### src/pkg/hbps_pkg.sv
// constants for the host bridge function 0 status register block
// assumes one 20 MHz clock and a plain strobe-based register port
//
// Overview of operation
// [RL1] Bit 14 sets when a system error message has gone out on the link, else stays 0.
// [RL2] A system error message is sent only for errors enabled in both command registers.
// [RL3] Bits 14, 13 and 12 clear when software writes 1 to them.
// [RL4] Bit 13 sets when our link request returns an unsupported-request completion.
// [RL5] Bit 12 sets when our link request returns a completer-abort completion.
// [RL6] Bit 11 always reads 0; no target abort or special cycle is ever sent.
// [RL7] Bits 10:9 always read 00, the fast select timing code.
// [RL8] Bit 8, the master parity flag, always reads 0.
// [RL9] Bit 7 always reads 1 to report back-to-back capability.
// [RL10] Bit 5, the 66 MHz flag, always reads 0.
// [RL11] Bit 4 always reads 1 to report a capability list.
// [RL12] Bit 15, the detected parity flag, always reads 0.
// [RL13] Flags reset to 0, hold until cleared, and zero writes or read-only writes do nothing.
package hbps_pkg;

  localparam int ADDR_W = 8;
  localparam int DATA_W = 16;

  // register offsets
  localparam logic [7:0] OFS_STATUS  = 8'h00;
  localparam logic [7:0] OFS_COMMAND = 8'h04;
  localparam logic [7:0] OFS_ERR_CMD = 8'h08;
  localparam logic [7:0] OFS_ERR_STS = 8'h0c;
  localparam logic [7:0] OFS_IRQ_STS = 8'h10;
  localparam logic [7:0] OFS_IRQ_MSK = 8'h14;

  // status register fields
  localparam int ST_DPAR = 15;
  localparam int ST_SERR = 14;
  localparam int ST_UR   = 13;
  localparam int ST_CA   = 12;
  localparam int ST_SA   = 11;
  localparam int ST_TIM  = 9;
  localparam int ST_MPE  = 8;
  localparam int ST_B2B  = 7;
  localparam int ST_66   = 5;
  localparam int ST_CAP  = 4;
  localparam logic [1:0] TIM_FAST = 2'h0;
  localparam logic [15:0] STATUS_RESET = 16'h0090;

  // command register: system error message enable
  localparam int CMD_SERR_EN = 8;
  localparam logic [15:0] COMMAND_MASK = 16'h0100;

  // error status / error command / irq layouts
  localparam int ERR_UR = 0;
  localparam int ERR_CA = 1;
  localparam int ERR_W  = 2;
  localparam int IRQ_UR  = 0;
  localparam int IRQ_CA  = 1;
  localparam int IRQ_SYS = 2;
  localparam int IRQ_W   = 3;

  // completion status codes on the link
  localparam logic [2:0] CPL_SC = 3'h0;
  localparam logic [2:0] CPL_UR = 3'h1;
  localparam logic [2:0] CPL_CA = 3'h4;

  typedef enum logic [1:0] {
    MSG_IDLE = 2'b01,
    MSG_SEND = 2'b10
  } hbps_msg_e;

endpackage

### src/rtl/hbps_flags.sv
// bank of sticky flags with set and clear vectors
// assumes set and clear come from logic on the same clock
`timescale 1ns/10ps
module hbps_flags #(
  parameter int W = 3
) (
  input  wire logic         clk,
  input  wire logic         resetn,
  input  wire logic [W-1:0] set,
  input  wire logic [W-1:0] clr,
  output logic      [W-1:0] flags
);

  // set wins over clear so an event in the clearing cycle survives
  always_ff @(posedge clk or negedge resetn) begin
    if (!resetn) begin
      flags <= '0;
    end else begin
      flags <= (flags & ~clr) | set;
    end
  end

endmodule

### src/rtl/hbps_status.sv
// function 0 status register of the host bridge, with error routing
// assumes completions and message ready arrive from logic on clk
//
// The placing of the registers and the plain strobed port were left to the implementer.
`timescale 1ns/10ps
module hbps_status (
  input  wire logic        clk,
  input  wire logic        resetn,
  input  wire logic [7:0]  reg_addr,
  input  wire logic [15:0] reg_wdata,
  input  wire logic        reg_wr,
  input  wire logic        reg_rd,
  output logic      [15:0] reg_rdata,
  input  wire logic        cpl_valid,
  input  wire logic [2:0]  cpl_status,
  output logic             serr_msg_valid,
  input  wire logic        serr_msg_ready,
  output logic             irq
);

  //////////////////////////////////////////////////////////////////////
  // decoding helpers

  // true when the address names the given register
  function automatic logic hit(input logic [7:0] a, input logic [7:0] ofs);
    hit = (a == ofs);
  endfunction

  // true when a completion carries the given error code
  function automatic logic cpl_is(input logic v, input logic [2:0] s,
                                  input logic [2:0] code);
    cpl_is = v && (s == code);
  endfunction

  //////////////////////////////////////////////////////////////////////
  // declarations

  logic [15:0]                command;
  logic [hbps_pkg::ERR_W-1:0] err_cmd;
  logic [hbps_pkg::IRQ_W-1:0] irq_mask;
  logic [2:0]                 st_flags;
  logic [2:0]                 st_set;
  logic [2:0]                 st_clr;
  logic [hbps_pkg::ERR_W-1:0] err_sts;
  logic [hbps_pkg::ERR_W-1:0] err_set;
  logic [hbps_pkg::ERR_W-1:0] err_clr;
  logic [hbps_pkg::IRQ_W-1:0] irq_sts;
  logic [hbps_pkg::IRQ_W-1:0] irq_set;
  logic [hbps_pkg::IRQ_W-1:0] irq_clr;
  logic                       ev_ur;
  logic                       ev_ca;
  logic                       serr_req;
  logic                       serr_pend;
  logic                       msg_sent;
  hbps_pkg::hbps_msg_e        msg_state;
  hbps_pkg::hbps_msg_e        next_msg_state;
  logic [15:0]                status_word;
  logic [15:0]                next_rdata;

  //////////////////////////////////////////////////////////////////////
  // link events

  // completion decode for our own requests
  assign ev_ur = cpl_is(cpl_valid, cpl_status, hbps_pkg::CPL_UR);  // [RL4]
  assign ev_ca = cpl_is(cpl_valid, cpl_status, hbps_pkg::CPL_CA);  // [RL5]

  // an error asks for a message only when both enables allow it
  assign serr_req = command[hbps_pkg::CMD_SERR_EN] &&
                    ((ev_ur && err_cmd[hbps_pkg::ERR_UR]) ||
                     (ev_ca && err_cmd[hbps_pkg::ERR_CA]));  // [RL2]

  // the flag follows the handshake, not the request
  assign msg_sent = serr_msg_valid && serr_msg_ready;  // [RL1]

  //////////////////////////////////////////////////////////////////////
  // software registers

  // command register, only the message enable is kept
  always_ff @(posedge clk or negedge resetn) begin
    if (!resetn) begin
      command <= 16'h0000;
    end else if (reg_wr && hit(reg_addr, hbps_pkg::OFS_COMMAND)) begin
      command <= reg_wdata & hbps_pkg::COMMAND_MASK;
    end
  end

  // per-source message enables
  always_ff @(posedge clk or negedge resetn) begin
    if (!resetn) begin
      err_cmd <= '0;
    end else if (reg_wr && hit(reg_addr, hbps_pkg::OFS_ERR_CMD)) begin
      err_cmd <= reg_wdata[hbps_pkg::ERR_W-1:0];
    end
  end

  // interrupt mask, same layout as the interrupt status
  always_ff @(posedge clk or negedge resetn) begin
    if (!resetn) begin
      irq_mask <= '0;
    end else if (reg_wr && hit(reg_addr, hbps_pkg::OFS_IRQ_MSK)) begin
      irq_mask <= reg_wdata[hbps_pkg::IRQ_W-1:0];
    end
  end

  //////////////////////////////////////////////////////////////////////
  // status flags: bit order message, ur, ca

  assign st_set = {msg_sent, ev_ur, ev_ca};  // [RL1] [RL4] [RL5]

  // only ones written to the three flag positions clear anything
  assign st_clr = (reg_wr && hit(reg_addr, hbps_pkg::OFS_STATUS)) ?
                  {reg_wdata[hbps_pkg::ST_SERR], reg_wdata[hbps_pkg::ST_UR],
                   reg_wdata[hbps_pkg::ST_CA]} : 3'h0;  // [RL3] [RL13]

  hbps_flags #(
    .W (3)
  ) u_st_flags (
    .clk    (clk),
    .resetn (resetn),
    .set    (st_set),
    .clr    (st_clr),
    .flags  (st_flags)
  );  // [RL13]

  // error status mirrors the sources, cleared the same way
  assign err_set = {ev_ca, ev_ur};
  assign err_clr = (reg_wr && hit(reg_addr, hbps_pkg::OFS_ERR_STS)) ?
                   reg_wdata[hbps_pkg::ERR_W-1:0] : '0;

  hbps_flags #(
    .W (hbps_pkg::ERR_W)
  ) u_err_flags (
    .clk    (clk),
    .resetn (resetn),
    .set    (err_set),
    .clr    (err_clr),
    .flags  (err_sts)
  );

  //////////////////////////////////////////////////////////////////////
  // interrupt status, cleared by reading it

  assign irq_set = {msg_sent, ev_ca, ev_ur};
  assign irq_clr = (reg_rd && hit(reg_addr, hbps_pkg::OFS_IRQ_STS)) ?
                   '1 : '0;

  hbps_flags #(
    .W (hbps_pkg::IRQ_W)
  ) u_irq_flags (
    .clk    (clk),
    .resetn (resetn),
    .set    (irq_set),
    .clr    (irq_clr),
    .flags  (irq_sts)
  );

  // level output, one cycle behind the flags so it comes from a flop
  always_ff @(posedge clk or negedge resetn) begin
    if (!resetn) begin
      irq <= 1'b0;
    end else begin
      irq <= |(irq_sts & irq_mask);
    end
  end

  //////////////////////////////////////////////////////////////////////
  // system error message sender

  // errors arriving while a message waits are held and sent as one further message after it
  always_comb begin
    next_msg_state = msg_state;
    unique case (msg_state)
      hbps_pkg::MSG_IDLE: begin
        if (serr_req || serr_pend) begin
          next_msg_state = hbps_pkg::MSG_SEND;
        end
      end
      hbps_pkg::MSG_SEND: begin
        if (serr_msg_ready) begin
          next_msg_state = hbps_pkg::MSG_IDLE;
        end
      end
      default: begin
        next_msg_state = hbps_pkg::MSG_IDLE;
      end
    endcase
  end

  always_ff @(posedge clk or negedge resetn) begin
    if (!resetn) begin
      msg_state <= hbps_pkg::MSG_IDLE;
    end else begin
      msg_state <= next_msg_state;
    end
  end

  // remembers a request only while one message is already being sent
  always_ff @(posedge clk or negedge resetn) begin
    if (!resetn) begin
      serr_pend <= 1'b0;
    end else if (msg_state == hbps_pkg::MSG_IDLE) begin
      serr_pend <= 1'b0;
    end else if (serr_req) begin
      serr_pend <= 1'b1;  // [RL2]
    end
  end

  // valid stays high until the link takes the message
  always_ff @(posedge clk or negedge resetn) begin
    if (!resetn) begin
      serr_msg_valid <= 1'b0;
    end else begin
      serr_msg_valid <= (next_msg_state == hbps_pkg::MSG_SEND);
    end
  end

  //////////////////////////////////////////////////////////////////////
  // status word and read path

  // fixed fields are wired constants; writes never reach them
  always_comb begin
    status_word = 16'h0000;
    status_word[hbps_pkg::ST_DPAR] = 1'b0;  // [RL12]
    status_word[hbps_pkg::ST_SERR] = st_flags[2];  // [RL1]
    status_word[hbps_pkg::ST_UR]  = st_flags[1];  // [RL4]
    status_word[hbps_pkg::ST_CA]  = st_flags[0];  // [RL5]
    status_word[hbps_pkg::ST_SA]  = 1'b0;  // [RL6]
    status_word[hbps_pkg::ST_TIM +: 2] = hbps_pkg::TIM_FAST;  // [RL7]
    status_word[hbps_pkg::ST_MPE] = 1'b0;  // [RL8]
    status_word[hbps_pkg::ST_B2B] = 1'b1;  // [RL9]
    status_word[hbps_pkg::ST_66]  = 1'b0;  // [RL10]
    status_word[hbps_pkg::ST_CAP] = 1'b1;  // [RL11]
  end

  // unmapped addresses read as zero
  always_comb begin
    next_rdata = 16'h0000;
    if (hit(reg_addr, hbps_pkg::OFS_STATUS)) begin
      next_rdata = status_word;
    end else if (hit(reg_addr, hbps_pkg::OFS_COMMAND)) begin
      next_rdata = command;
    end else if (hit(reg_addr, hbps_pkg::OFS_ERR_CMD)) begin
      next_rdata[hbps_pkg::ERR_W-1:0] = err_cmd;
    end else if (hit(reg_addr, hbps_pkg::OFS_ERR_STS)) begin
      next_rdata[hbps_pkg::ERR_W-1:0] = err_sts;
    end else if (hit(reg_addr, hbps_pkg::OFS_IRQ_STS)) begin
      next_rdata[hbps_pkg::IRQ_W-1:0] = irq_sts;
    end else if (hit(reg_addr, hbps_pkg::OFS_IRQ_MSK)) begin
      next_rdata[hbps_pkg::IRQ_W-1:0] = irq_mask;
    end
  end

  // data stand only in the cycle after the read strobe
  always_ff @(posedge clk or negedge resetn) begin
    if (!resetn) begin
      reg_rdata <= 16'h0000;
    end else if (reg_rd) begin
      reg_rdata <= next_rdata;
    end else begin
      reg_rdata <= 16'h0000;
    end
  end

endmodule

### config.mk
export PLATFORM = sky130hd
export DESIGN_NAME = hbps_status
export DESIGN_NICKNAME = d
export VERILOG_FILES = /design/src/pkg/hbps_pkg.sv /design/src/rtl/hbps_flags.sv /design/src/rtl/hbps_status.sv
export SDC_FILE = /design/constraint.sdc
export NUM_CORES = 1
export LEC_CHECK = 0
export ABC_AREA = 1
export BUFFER_PORTS_ARGS = -buffer_cell sky130_fd_sc_hd__buf_2
export CAP_MARGIN = 20
export CORE_MARGIN = 8
export CORE_UTILIZATION = 44
export DETAILED_ROUTE_END_ITERATION = 7
export PLACE_DENSITY = 0.75
export SLEW_MARGIN = 15
export SYNTH_ARGS = -nofsm -noshare
export SYNTH_HDL_FRONTEND = slang
export SYNTH_SLANG_ARGS = --single-unit
### constraint.sdc
create_clock -name clk -period 1.22 [get_ports clk]
set_input_delay 0.122 -clock clk [delete_from_list [all_inputs] [get_ports clk]]
set_output_delay 0.122 -clock clk [all_outputs]
set_load 0.01 [all_outputs]
==> results of run 1 <==
logic make-up (layout without fill, tap and decap cells):
logic type               count (synthesis)  in the layout  share of synthesized area (%)
AO/OA/AOI/OAI                           20             20                          7.464
adder cells (fa/ha/maj)                  2              2                          1.798
buffers and inverters                   41             73                          13.22
flip-flops                              27             27                          48.65
other                                    1              7                         0.2695
AND/OR/NAND/NOR                         82             82                          28.60
cells in the mapped netlist:
master | count | share of area, %
nand3_2 | 1 | 0.72
nand3b_1 | 1 | 0.54
nor3b_1 | 1 | 0.54
dfrtp_1 | 26 | 47
nor3_4 | 1 | 1.2
nor2_4 | 1 | 0.81
buf_4 | 8 | 4.3
o21ai_0 | 7 | 2.5
dfstp_2 | 1 | 1.9
ha_1 | 2 | 1.8
o221ai_1 | 1 | 0.63
inv_1 | 27 | 7.3
clkinv_1 | 1 | 0.27
nand4_1 | 1 | 0.45
conb_1 | 1 | 0.27
inv_2 | 5 | 1.3
nor3_2 | 4 | 2.9
nor2_1 | 21 | 5.7
nand3_1 | 15 | 5.4
nand2_1 | 32 | 8.6
nor2_2 | 1 | 0.45
a21oi_1 | 4 | 1.4
nand2_2 | 3 | 1.3
o21ai_1 | 8 | 2.9
worst reg2reg max path: cells and delay by family (launching register included):
| family | cells | cell delay, ns |
|---|---|---|
| AO/OA/AOI/OAI | 2 | 0.26 |
| buffers and inverters | 1 | 0.06 |
| AND/OR/NAND/NOR | 2 | 0.11 |
| adder cells (fa/ha/maj) | 1 | 0.16 |
| flip-flops | 1 | 0.59 |
area by class of cell:
type | count | area [µm²] | share of cell area [%]
inverters | 33 | 123.9 | 7.540
flip-flops and latches | 27 | 676.9 | 41.20
clock inverters | 1 | 5.005 | 0.3046
well taps | 44 | 55.05 | 3.351
repair buffers | 36 | 187.7 | 11.42
multi-input cells | 111 | 571.8 | 34.81
clock buffers | 3 | 22.52 | 1.371
sequential cells by signal (all words and copies together), names as in the netlist:
name	count
reg_rdata	8
irq_mask	3
u_irq_flags.flags	3
u_st_flags.flags	3
err_cmd	2
msg_state	2
u_err_flags.flags	2
command	1
irq	1
serr_msg_valid	1
serr_pend	1
metrics by stage:
stage	std cells	util, %	hold WS (ns)	TNS [ns]
after floorplan	179	-	-0.1736	0
after global placement	249	52.23	0.1445	-0.02746
after detailed placement	249	52.23	0.1533	-0.1051
after CTS	255	54.17	0.001635	-0.1016
after global routing	255	54.26	0.007206	-0.1710
final	255	54.26	-0.0004526	-0.08063
metal layers:
layer,global-route usage [%],vias to the layer above,share of wire (%)
met2,18.76,32,46
met3,3.306,5,6.2
met4,3.628,0,1.4
li1,-,600,-
met1,14.11,502,46
met5,0,-,0
final timing paths:
kind                                        end  slack (ns)           startpoint  cells after the start
max                              serr_msg_valid       -0.04         msg_state[0]                      6
min                                 irq_mask[2]     -0.0005         reg_wdata[2]                      3
max reg2reg                      serr_msg_valid       -0.04         msg_state[0]                      6
min reg2reg                 u_st_flags.flags[1]        0.49  u_st_flags.flags[1]                      2
max in group asynchronous  u_err_flags.flags[0]        0.52               resetn                      2
min in group asynchronous           irq_mask[0]        0.31               resetn                      2
what timing repair did:
action / in CTS / in global routing
endpoints found under the setup margin: 2 / 3
pin swaps: 3 / 3
hold endpoints to repair: 26 / 0
gates resized for setup: 3 / 1
hold buffers: 1 / 0
buffers inserted: 1 / 0
cell usage in the layout, fill, tap and decap left out, types with 3 or more instances in the layout:
cell,netlist,final
conb_1,1,7
dfrtp_1,26,26
nand2_1,32,32
buf_2,0,34
clkbuf_4,0,3
nand3_1,15,15
nor2_1,21,21
o21ai_1,8,8
o21ai_0,7,7
inv_1,27,26
nand2_2,3,3
inv_2,5,6
a21oi_1,4,3
nor3_2,4,4
power by group:
| part | internal (mW) | leakage [nW] | switching [mW] | total, mW |
|---|---|---|---|---|
| logic | 0.147 | 0.566 | 0.205 | 0.352 |
| clock network | 0.123 | 0.0177 | 0.257 | 0.380 |
| registers | 0.963 | 0.308 | 0.0396 | 1.00 |
==> out/qor.txt, run 1 <==
====================================================================================
Cell Area, Placed                                                           1582 µm²
Classification of the worst-slack hold path                             input port to flip-flop
CP max-delay cell                                                            dfstp_2
IO Pins                                                                           51
Number of buffers created by CTS                                                   3
# clock sinks                                                                     27
ANT nets after route                                                               0
Clock tree from TritonCTS                                                      built
Number of antenna violations at the first check in global routing                  0
Pre-CTS worst setup slack                                                -0.05507 ns
Crit path capture type                                                     flip-flop
Unrepaired setup endpoints after global routing                                 true
Post-Syn Area                                                               1391 µm²
Die width                                                                   72.23 µm
Hold Vio Cnt, Final                                                                1
Die ar.                                                                     5217 µm²
Final setup violation count                                                        2
Sum of internal, switching and leakage power                                1.735 mW
Starting utilization of the core area                                         45.95%
Worst-case hold slack                                                   -0.0004526 ns
Clock Tree Buf Depth                                                               2
Starting DRT DRC Count                                                            60
Highest fanout seen on the critical path                                           3
Violations in the final reports                                         negative hold slack, negative setup slack
Max-Slew Margin vs Limit                                                      60.98%
Critical Path Start Type                                                   flip-flop
Cell-by-cell listing of the critical path                               inv_2 -> ha_4 -> a21oi_2 -> nor2_1 -> a21oi_1 -> nor2_1
Tot GR Track Use                                                              11.47%
Largest net degree at the start of global routing                                 28
CP most frequent cell                                                         nor2_1
Stage delay of the slowest cell on the critical path                         0.59 ns
Unique cell type count in the Yosys netlist                                       24
Fill cell instance count of the final layout                                     290
Vias after detailed routing                                                     1139
Total number of yosys warnings                                                     0
Number of iterations in the first detailed-routing pass                            4
CTS Root Cell                                                               clkbuf_4
Register bit count reported by yosys                                              27
Part of the cycle the worst path needs                                        103.4%
Category of the most critical setup path                                flip-flop to flip-flop
Global-route wire length before repair                                       4905 µm
Layout Cell Area excl Fill                                                  1643 µm²
CP arrival                                                                   1.49 ns
Final antenna diode count                                                          0
Required time worst endpoint                                                 1.45 ns
Maximum achievable frequency                                               792.9 MHz
Count of buffering cells on the critical path with inverters included              1
Routability Congestion                                                        0.7549
Remaining Overflow, GRT                                                            0
Highest ir drop seen on vdd                                                 464.2 µV
Share of final-layout standard cells stronger than drive strength 1           28.44%
Synth-to-Final Area Change                                                    18.08%
Die Y-Extent                                                                72.23 µm
Count of final max-slew check failures                                             0
Drt wl/cell                                                                 10.67 µm
Gate Count Post-Synth                                                            173
Result of the run                                                       finished with violations
Largest delay contributor family on the critical path                     flip-flops
Leakage power summed over all cells                                        0.8917 nW
Worst Slack Setup Final                                                  -0.04116 ns
CTS clk-pin slew, worst paths                                                0.14 ns
Clock H-tree levels                                                                1
Post-detailed-placement half-perimeter wirelength                            2226 µm
FP Rows                                                                           20
Final min period                                                            1.261 ns
Routed vias/inst                                                               4.467
Fraction of the yosys area taken by sequential cells                          48.65%
Worst Skew                                                               0.003532 ns
Residual DRC count                                                                 0
Transition time at the pin with the least slew margin                      0.5853 ns
Number of max-capacitance violations reported                                      0
Port Buf Inserts                                                                  34
Post-Synthesis Mean Instance Area                                          8.042 µm²
Power density over the cells                                             1056 nW/µm²
Vias in the first global route                                                  1178
Clock Latency Late Sink                                                      0.32 ns
Core region area                                                            3028 µm²
Number of nets in the finished design                                            247
Drt total wl                                                                 2721 µm
====================================================================================
No activity file was read; power rests on OpenSTA's default activity.
==> run 2: changes to the inputs <==
--- a/config.mk
+++ b/config.mk
@@ -5,11 +5,10 @@
 export SDC_FILE = /design/constraint.sdc
 export NUM_CORES = 1
 export LEC_CHECK = 0
-export ABC_AREA = 1
 export BUFFER_PORTS_ARGS = -buffer_cell sky130_fd_sc_hd__buf_2
 export CAP_MARGIN = 20
 export CORE_MARGIN = 8
-export CORE_UTILIZATION = 44
+export CORE_UTILIZATION = 43
 export DETAILED_ROUTE_END_ITERATION = 7
 export PLACE_DENSITY = 0.75
 export SLEW_MARGIN = 15
==> run 2 against run 1 <==
  * Sequential share of layout area decreased by 1.2 points
  * Critical endpoint unchanged
  * Critical path type unchanged
  * Clock power grew 3%
  * Via count decreased by 9.8%
  * Global-route usage increased by 1.2 points
  * Flip-flop and latch count stayed put
  * Total power rose by 7.7%
  * The flow finishes with violations (negative setup slack)
  * Non-clock buffer count is 15 higher
==> out/qor.txt, run 2 <==
====================================================================================
Result of the run                                                       finished with violations
Violations in the final reports                                         negative setup slack
Die Y-Extent                                                                71.28 µm
Leakage power summed over all cells                                        0.8399 nW
Largest delay contributor family on the critical path                     flip-flops
Stage delay of the slowest cell on the critical path                         0.63 ns
Post-detailed-placement half-perimeter wirelength                            2407 µm
Worst Hold Path EP                                                      u_err_flags.flags[1]
Area used by sequential logic in the layout                                676.9 µm²
Share of total power in combinational logic                                    25.4%
Vias after detailed routing                                                     1027
Area share of the largest cell type after synthesis                           49.52%
Critical Path Start Type                                                   flip-flop
Most used cells in the layout excluding fill and tap cells              buf_2 (34), dfrtp_1 (26), buf_4 (15)
# clock sinks                                                                     27
Final antenna diode count                                                          0
Starting utilization of the core area                                         44.12%
Area of the multi-input gates                                              625.6 µm²
Synth-to-Final Area Change                                                    28.86%
Worst Slack Setup Final                                                   -0.1692 ns
Post-synth top flop                                                          dfrtp_1
Highest ir drop seen on vdd                                                 541.5 µV
Max reg flops                                                                      8
Classification of the worst-slack hold path                             input port to flip-flop
CTS clk-pin slew, worst paths                                                0.15 ns
Final Util                                                                    56.85%
Post-synth EDFFs                                                                   0
Count of final max-slew check failures                                             0
Most repeated cell in the gate-level netlist after synthesis                 dfrtp_1
Category of the most critical setup path                                flip-flop to flip-flop
Max-Slew Margin vs Limit                                                      60.28%
Highest fanout seen on the critical path                                           4
Synth async-reset ratio                                                       100.0%
FP Rows                                                                           20
Drt wl/cell                                                                 15.30 µm
Post-Synthesis Mean Instance Area                                          11.63 µm²
Remaining Overflow, GRT                                                            0
Fill cell instance count of the final layout                                     262
Fraction of the yosys area taken by sequential cells                          51.52%
Post-Syn Area                                                               1314 µm²
Clock H-tree levels                                                                1
Number of nets in the finished design                                            200
Power dissipated by switching net loads                                    0.5379 mW
Part of the cycle the worst path needs                                        113.9%
Clock Tree Buf Depth                                                               2
Unrepaired setup endpoints after global routing                                 true
Routing layer with the top usage in global route                                met2
Worst Skew                                                               0.004241 ns
Vias in the first global route                                                  1081
Die width                                                                   71.28 µm
CTS Root Cell                                                               clkbuf_4
Number of max-capacitance violations reported                                      0
Total number of yosys warnings                                                     0
Unique cell type count in the Yosys netlist                                       34
Hold Vio Cnt, Final                                                                0
Hold Path Cell Cnt                                                                 2
Switching part of the total                                                   28.78%
Cell-by-cell listing of the critical path                               inv_2 -> ha_4 -> nor3b_4 -> o21ai_1 -> a311oi_2
Clock tree from TritonCTS                                                      built
Maximum achievable frequency                                               719.9 MHz
Cell Area, Placed                                                           1603 µm²
Register bit count reported by yosys                                              27
Main area contributors after synthesis                                  dfrtp_1 (50%), buf_4 (5.1%), mux2_2 (4.3%), mux2i_1 (3.8%), and4bb_2 (2.9%)
Final min period                                                            1.389 ns
Crit path capture type                                                     flip-flop
Global routing usage on met1                                                  14.29%
Part of the power in the clock network                                         20.9%
Logic depth of the worst register-to-register path                                 5
Leading cell type in the layout, fill and taps excluded                        buf_2
CP max-delay cell                                                            dfstp_2
Grt met3 use                                                                  3.068%
ANT nets after route                                                               0
Global-route wire length before repair                                       5195 µm
Layout Cell Area excl Fill                                                  1693 µm²
Tot GR Track Use                                                              12.64%
Pre-CTS worst setup slack                                                 -0.1468 ns
Drt total wl                                                                 3015 µm
Met2 track demand over resource                                               22.24%
Largest net degree at the start of global routing                                 28
Transition time at the pin with the least slew margin                      0.5958 ns
Portion of total power attributed to sequential cells                          53.7%
Gate Count Post-Synth                                                            113
Number of buffers created by CTS                                                   3
Cell-internal power                                                         1.331 mW
Startpoint of the most critical register-to-register path               msg_state[0]
Share of final-layout standard cells stronger than drive strength 1           43.29%
Clock Latency Late Sink                                                      0.32 ns
Starting DRT DRC Count                                                            51
Die ar.                                                                     5080 µm²
Commonest cells post-synth                                              dfrtp_1 (26), buf_4 (9), nor2_1 (6)
Port Buf Inserts                                                                  34
End of the worst register-to-register path                              serr_msg_valid
CP arrival                                                                   1.59 ns
Routed vias/inst                                                               5.213
Required time worst endpoint                                                 1.42 ns
IO Pins                                                                           51
Register with the highest flop count                                       reg_rdata
Total negative slack                                                      -0.3897 ns
Routability Congestion                                                        0.8575
Sum of internal, switching and leakage power                                1.869 mW
Most area-hungry cell type in the Yosys netlist                              dfrtp_1
Hold Startpoint                                                         reg_wdata[1]
Final setup violation count                                                        3
Core region area                                                            2978 µm²
Reg-to-reg setup timing slack                                               -0.17 ns
Number of iterations in the first detailed-routing pass                            4
Number of antenna violations at the first check in global routing                  0
Power density over the cells                                             1104 nW/µm²
Count of buffering cells on the critical path with inverters included              1
Residual DRC count                                                                 0
====================================================================================
-- run 2: cell types whose count changed in the layout (fill, tap and decap cells not counted), sizes merged, moves of 3 or more --
cell / delta
o21ai: -13
mux2: +6
nand2: -32
buf: +14
and2: +3
nor2: -17
and4bb: +3
inv: -27
nor2b: +3
nand4: +4
a21o: +4
nand3: -11
mux2i: +5
nor3: -3
-- run 2: worst reg2reg max path, delay by kind of cell (launching register included) --
| kind | cells | cell delay, ns |
|---|---|---|
| fa+ha+maj | 1 | 0.16 |
| simple gates | 1 | 0.15 |
| compound gates | 2 | 0.26 |
| flops | 1 | 0.63 |
| buf+inv | 1 | 0.07 |
-- run 2: worst max path at each step --
stage / endpoint / slack (ns) / cells after the start / startpoint
CTS: serr_msg_valid / -0.16 / 4 / msg_state[0]
detailed placement: serr_msg_valid / -0.15 / 5 / msg_state[0]
global route: serr_msg_valid / -0.20 / 5 / msg_state[0]
global placement: serr_msg_valid / -0.08 / 5 / msg_state[0]
finish: serr_msg_valid / -0.17 / 5 / msg_state[0]
floorplan: serr_msg_valid / -0.04 / 5 / msg_state[0]
-- run 2: logic make-up (layout without fill, tap and decap cells) --
logic type	Yosys count	after routing	synth area share (%)
simple gates	38	38	19.24
mux	11	11	8.952
fa+ha+maj	2	2	1.904
buf+inv	15	60	6.952
compound gates	19	19	11.14
flops	27	27	51.52
other cells	1	7	0.2854
-- run 2: cell type report --
cell class                      count  area share, %
Clock buffer                        3          1.330
Clock inverter                      1         0.2956
Inverter                            5          1.109
Multi-Input combinational cell     77          36.95
Sequential cell                    27          39.99
Tap cell                           33          2.439
Timing Repair Buffer               51          17.89
-- run 2: timing repair --
item                                   4_1_cts  5_1_grt
resized for setup                            3        1
setup buffers                                2        1
endpoints found under the hold margin       27        0
setup endpoints to repair                    3        3
pin swaps                                    1        3
hold buffers                                 2        0
-- run 2: through the flow --
| step | cells | hold WS (ns) |
|---|---|---|
| floorplan | 119 | -0.1736 |
| global placement | 188 | 0.1451 |
| detailed placement | 188 | 0.1638 |
| CTS | 196 | 0.01530 |
| global route | 197 | 0.009634 |
| finish | 197 | 0.01934 |
-- run 2: per-layer routing --
| layer | vias to the layer above | wire [µm] |
|---|---|---|
| met4 | 0 | 25 |
| li1 | 504 | - |
| met1 | 497 | 1239 |
| met2 | 24 | 1574 |
| met3 | 2 | 175 |
| met5 | - | 0 |
-- run 2: power by group through the flow --
| stage | Combinational [mW] | Clock [mW] | Sequential [mW] |
|---|---|---|---|
| global route | 0.519 | 0.434 | 1.01 |
| detailed placement | 0.396 | 0 | 1.02 |
| CTS | 0.442 | 0.405 | 1.00 |
| floorplan | 0.252 | 0 | 1.01 |
| global placement | 0.364 | 0 | 1.01 |
| finish | 0.474 | 0.391 | 1.00 |
==> run 3: changes to the inputs <==
--- a/config.mk
+++ b/config.mk
@@ -9,6 +9,8 @@
 export CAP_MARGIN = 20
 export CORE_MARGIN = 8
 export CORE_UTILIZATION = 43
+export CTS_BUF_LIST = sky130_fd_sc_hd__clkbuf_16
+export CTS_CLUSTER_DIAMETER = 150
 export DETAILED_ROUTE_END_ITERATION = 7
 export PLACE_DENSITY = 0.75
 export SLEW_MARGIN = 15
==> run 3 against run 2 <==
  * The run still ends with negative setup slack left
  * Count of clock-buffer cells in the layout stayed put
  * Critical endpoint unchanged
  * Via count is 2.0% higher
  * Total power is 20% higher
  * Worst setup slack better by 0.029 ns
  * Largest power group unchanged
  * First-iteration DRC count is 18% lower
  * Hold slack better by 0.073 ns
==> out/qor.txt, run 3 (synthesis gave the netlist of run 2 again) <==
====================================================================================
Result of the run                                                       finished with violations
Violations in the final reports                                         negative setup slack
Clock tree from TritonCTS                                                      built
Vias in the first global route                                                  1108
Core region area                                                            2978 µm²
Count of buffering cells on the critical path with inverters included              1
Leading cell type in the layout, fill and taps excluded                        buf_2
Starting DRT DRC Count                                                            42
Switching part of the total                                                   25.66%
IO Pins                                                                           51
Crit path capture type                                                     flip-flop
Die Y-Extent                                                                71.28 µm
Final Util                                                                    58.53%
FP Rows                                                                           20
CP arrival                                                                   1.48 ns
Share of total power in combinational logic                                    22.3%
Final cell count without fillers                                                 197
Routability Congestion                                                        0.8575
Starting utilization of the core area                                         44.12%
Drt total wl                                                                 3109 µm
Cells after DPL                                                                  188
Remaining Overflow, GRT                                                            0
Leakage power summed over all cells                                        0.8636 nW
Power dissipated by switching net loads                                    0.5752 mW
# clock sinks                                                                     27
CP max-delay cell                                                            dfstp_2
Total negative slack                                                      -0.3126 ns
Number of antenna violations at the first check in global routing                  0
Unrepaired setup endpoints after global routing                                 true
Classification of the worst-slack hold path                             input port to flip-flop
Worst Slack Setup Final                                                   -0.1399 ns
Max-Slew Margin vs Limit                                                      60.63%
Critical Path Start Type                                                   flip-flop
Largest delay contributor family on the critical path                     flip-flops
Synth-to-Final Area Change                                                    32.67%
Residual DRC count                                                                 0
Share of final-layout standard cells stronger than drive strength 1           43.90%
CTS Root Cell                                                              clkbuf_16
Number of iterations in the first detailed-routing pass                            4
ANT nets after route                                                               0
Tot GR Track Use                                                              12.93%
Worst Skew                                                               0.001741 ns
Number of buffers created by CTS                                                   3
Fill cell instance count of the final layout                                     253
Power density over the cells                                             1286 nW/µm²
Clock H-tree levels                                                                1
Drt wl/cell                                                                 15.78 µm
Part of the cycle the worst path needs                                        111.5%
Cell-by-cell listing of the critical path                               inv_2 -> ha_4 -> nor3b_4 -> o21ai_1 -> a311oi_2
Count of final max-slew check failures                                             0
Clock Tree Buf Depth                                                               2
Final antenna diode count                                                          0
Post-detailed-placement half-perimeter wirelength                            2407 µm
Area used by sequential logic in the layout                                676.9 µm²
Highest fanout seen on the critical path                                           4
Die ar.                                                                     5080 µm²
Worst-case hold slack                                                     0.09197 ns
Vias after detailed routing                                                     1048
Maximum achievable frequency                                               735.3 MHz
Final min period                                                            1.360 ns
Max reg flops                                                                      8
CTS clk-pin slew, worst paths                                                0.07 ns
Final setup violation count                                                        3
Register with the highest flop count                                       reg_rdata
Category of the most critical setup path                                flip-flop to flip-flop
Area of the multi-input gates                                              625.6 µm²
Routed vias/inst                                                               5.320
Largest net degree at the start of global routing                                 28
Highest ir drop seen on vdd                                                 526.3 µV
Port Buf Inserts                                                                  34
Hold Vio Cnt, Final                                                                0
Global-route wire length before repair                                       5306 µm
Number of max-capacitance violations reported                                      0
Portion of total power attributed to sequential cells                          44.6%
Transition time at the pin with the least slew margin                      0.5906 ns
Cell-internal power                                                         1.667 mW
Part of the power in the clock network                                         33.1%
Required time worst endpoint                                                 1.34 ns
Die width                                                                   71.28 µm
Stage delay of the slowest cell on the critical path                         0.59 ns
Most used cells in the layout excluding fill and tap cells              buf_2 (34), dfrtp_1 (26), buf_4 (16)
Number of nets in the finished design                                            200
Clock Latency Late Sink                                                      0.26 ns
====================================================================================
run 3: what timing repair did:
action	CTS	global route
resized for setup	3	1
hold buffers	1	0
hold endpoints to repair	26	0
pin swaps	1	3
buffers inserted	3	1
endpoints found under the setup margin	3	3
run 3: path summary, 6_finish.rpt:
| path | cells past startpoint | to | slack, ns | startpoint |
|---|---|---|---|---|
| hold / removal | 2 | command[8] | 0.09 | reg_wdata[8] |
| max in group asynchronous | 2 | err_cmd[1] | 0.43 | resetn |
| setup / recovery | 5 | serr_msg_valid | -0.14 | msg_state[0] |
| min in group asynchronous | 2 | irq_mask[2] | 0.40 | resetn |
| hold reg to reg | 1 | u_st_flags.flags[0] | 0.47 | u_st_flags.flags[0] |
| setup reg to reg | 5 | serr_msg_valid | -0.14 | msg_state[0] |
run 3: per-stage QoR:
step                instance area (µm²)  total power, mW  worst slack [ns]
global placement                   1603            1.377          -0.07941
floorplan                          1374            1.260          -0.03993
CTS                                1729            2.225           -0.1256
finish                             1743            2.242           -0.1399
global route                       1743            2.344           -0.1853
detailed placement                 1603            1.413           -0.1468
run 3: power groups by stage:
| stage | Sequential [mW] | Clock, mW | Combinational, mW |
|---|---|---|---|
| 2_1_floorplan | 1.01 | 0 | 0.252 |
| 3_3_place_gp | 1.01 | 0 | 0.364 |
| 6_report | 1.00 | 0.742 | 0.500 |
| 4_1_cts | 0.999 | 0.760 | 0.466 |
| 3_5_place_dp | 1.02 | 0 | 0.396 |
| 5_1_grt | 1.01 | 0.789 | 0.546 |
run 3: layer usage:
layer	GRT usage, %	vias to the layer above	part of all wire, %
li1	-	504	-
met1	14.62	516	41
met2	22.35	24	52
met3	3.068	4	5.6
met4	6.005	0	1.9
met5	0	-	0
run 3: layout make-up:
type / instances / share of cell area (%)
clock inverter: 1 / 0.2872
multi-input combinational: 77 / 35.89
sequential: 27 / 38.84
inverter: 5 / 1.077
clock buffer: 3 / 4.307
timing repair buffer: 51 / 17.23
tap: 33 / 2.369
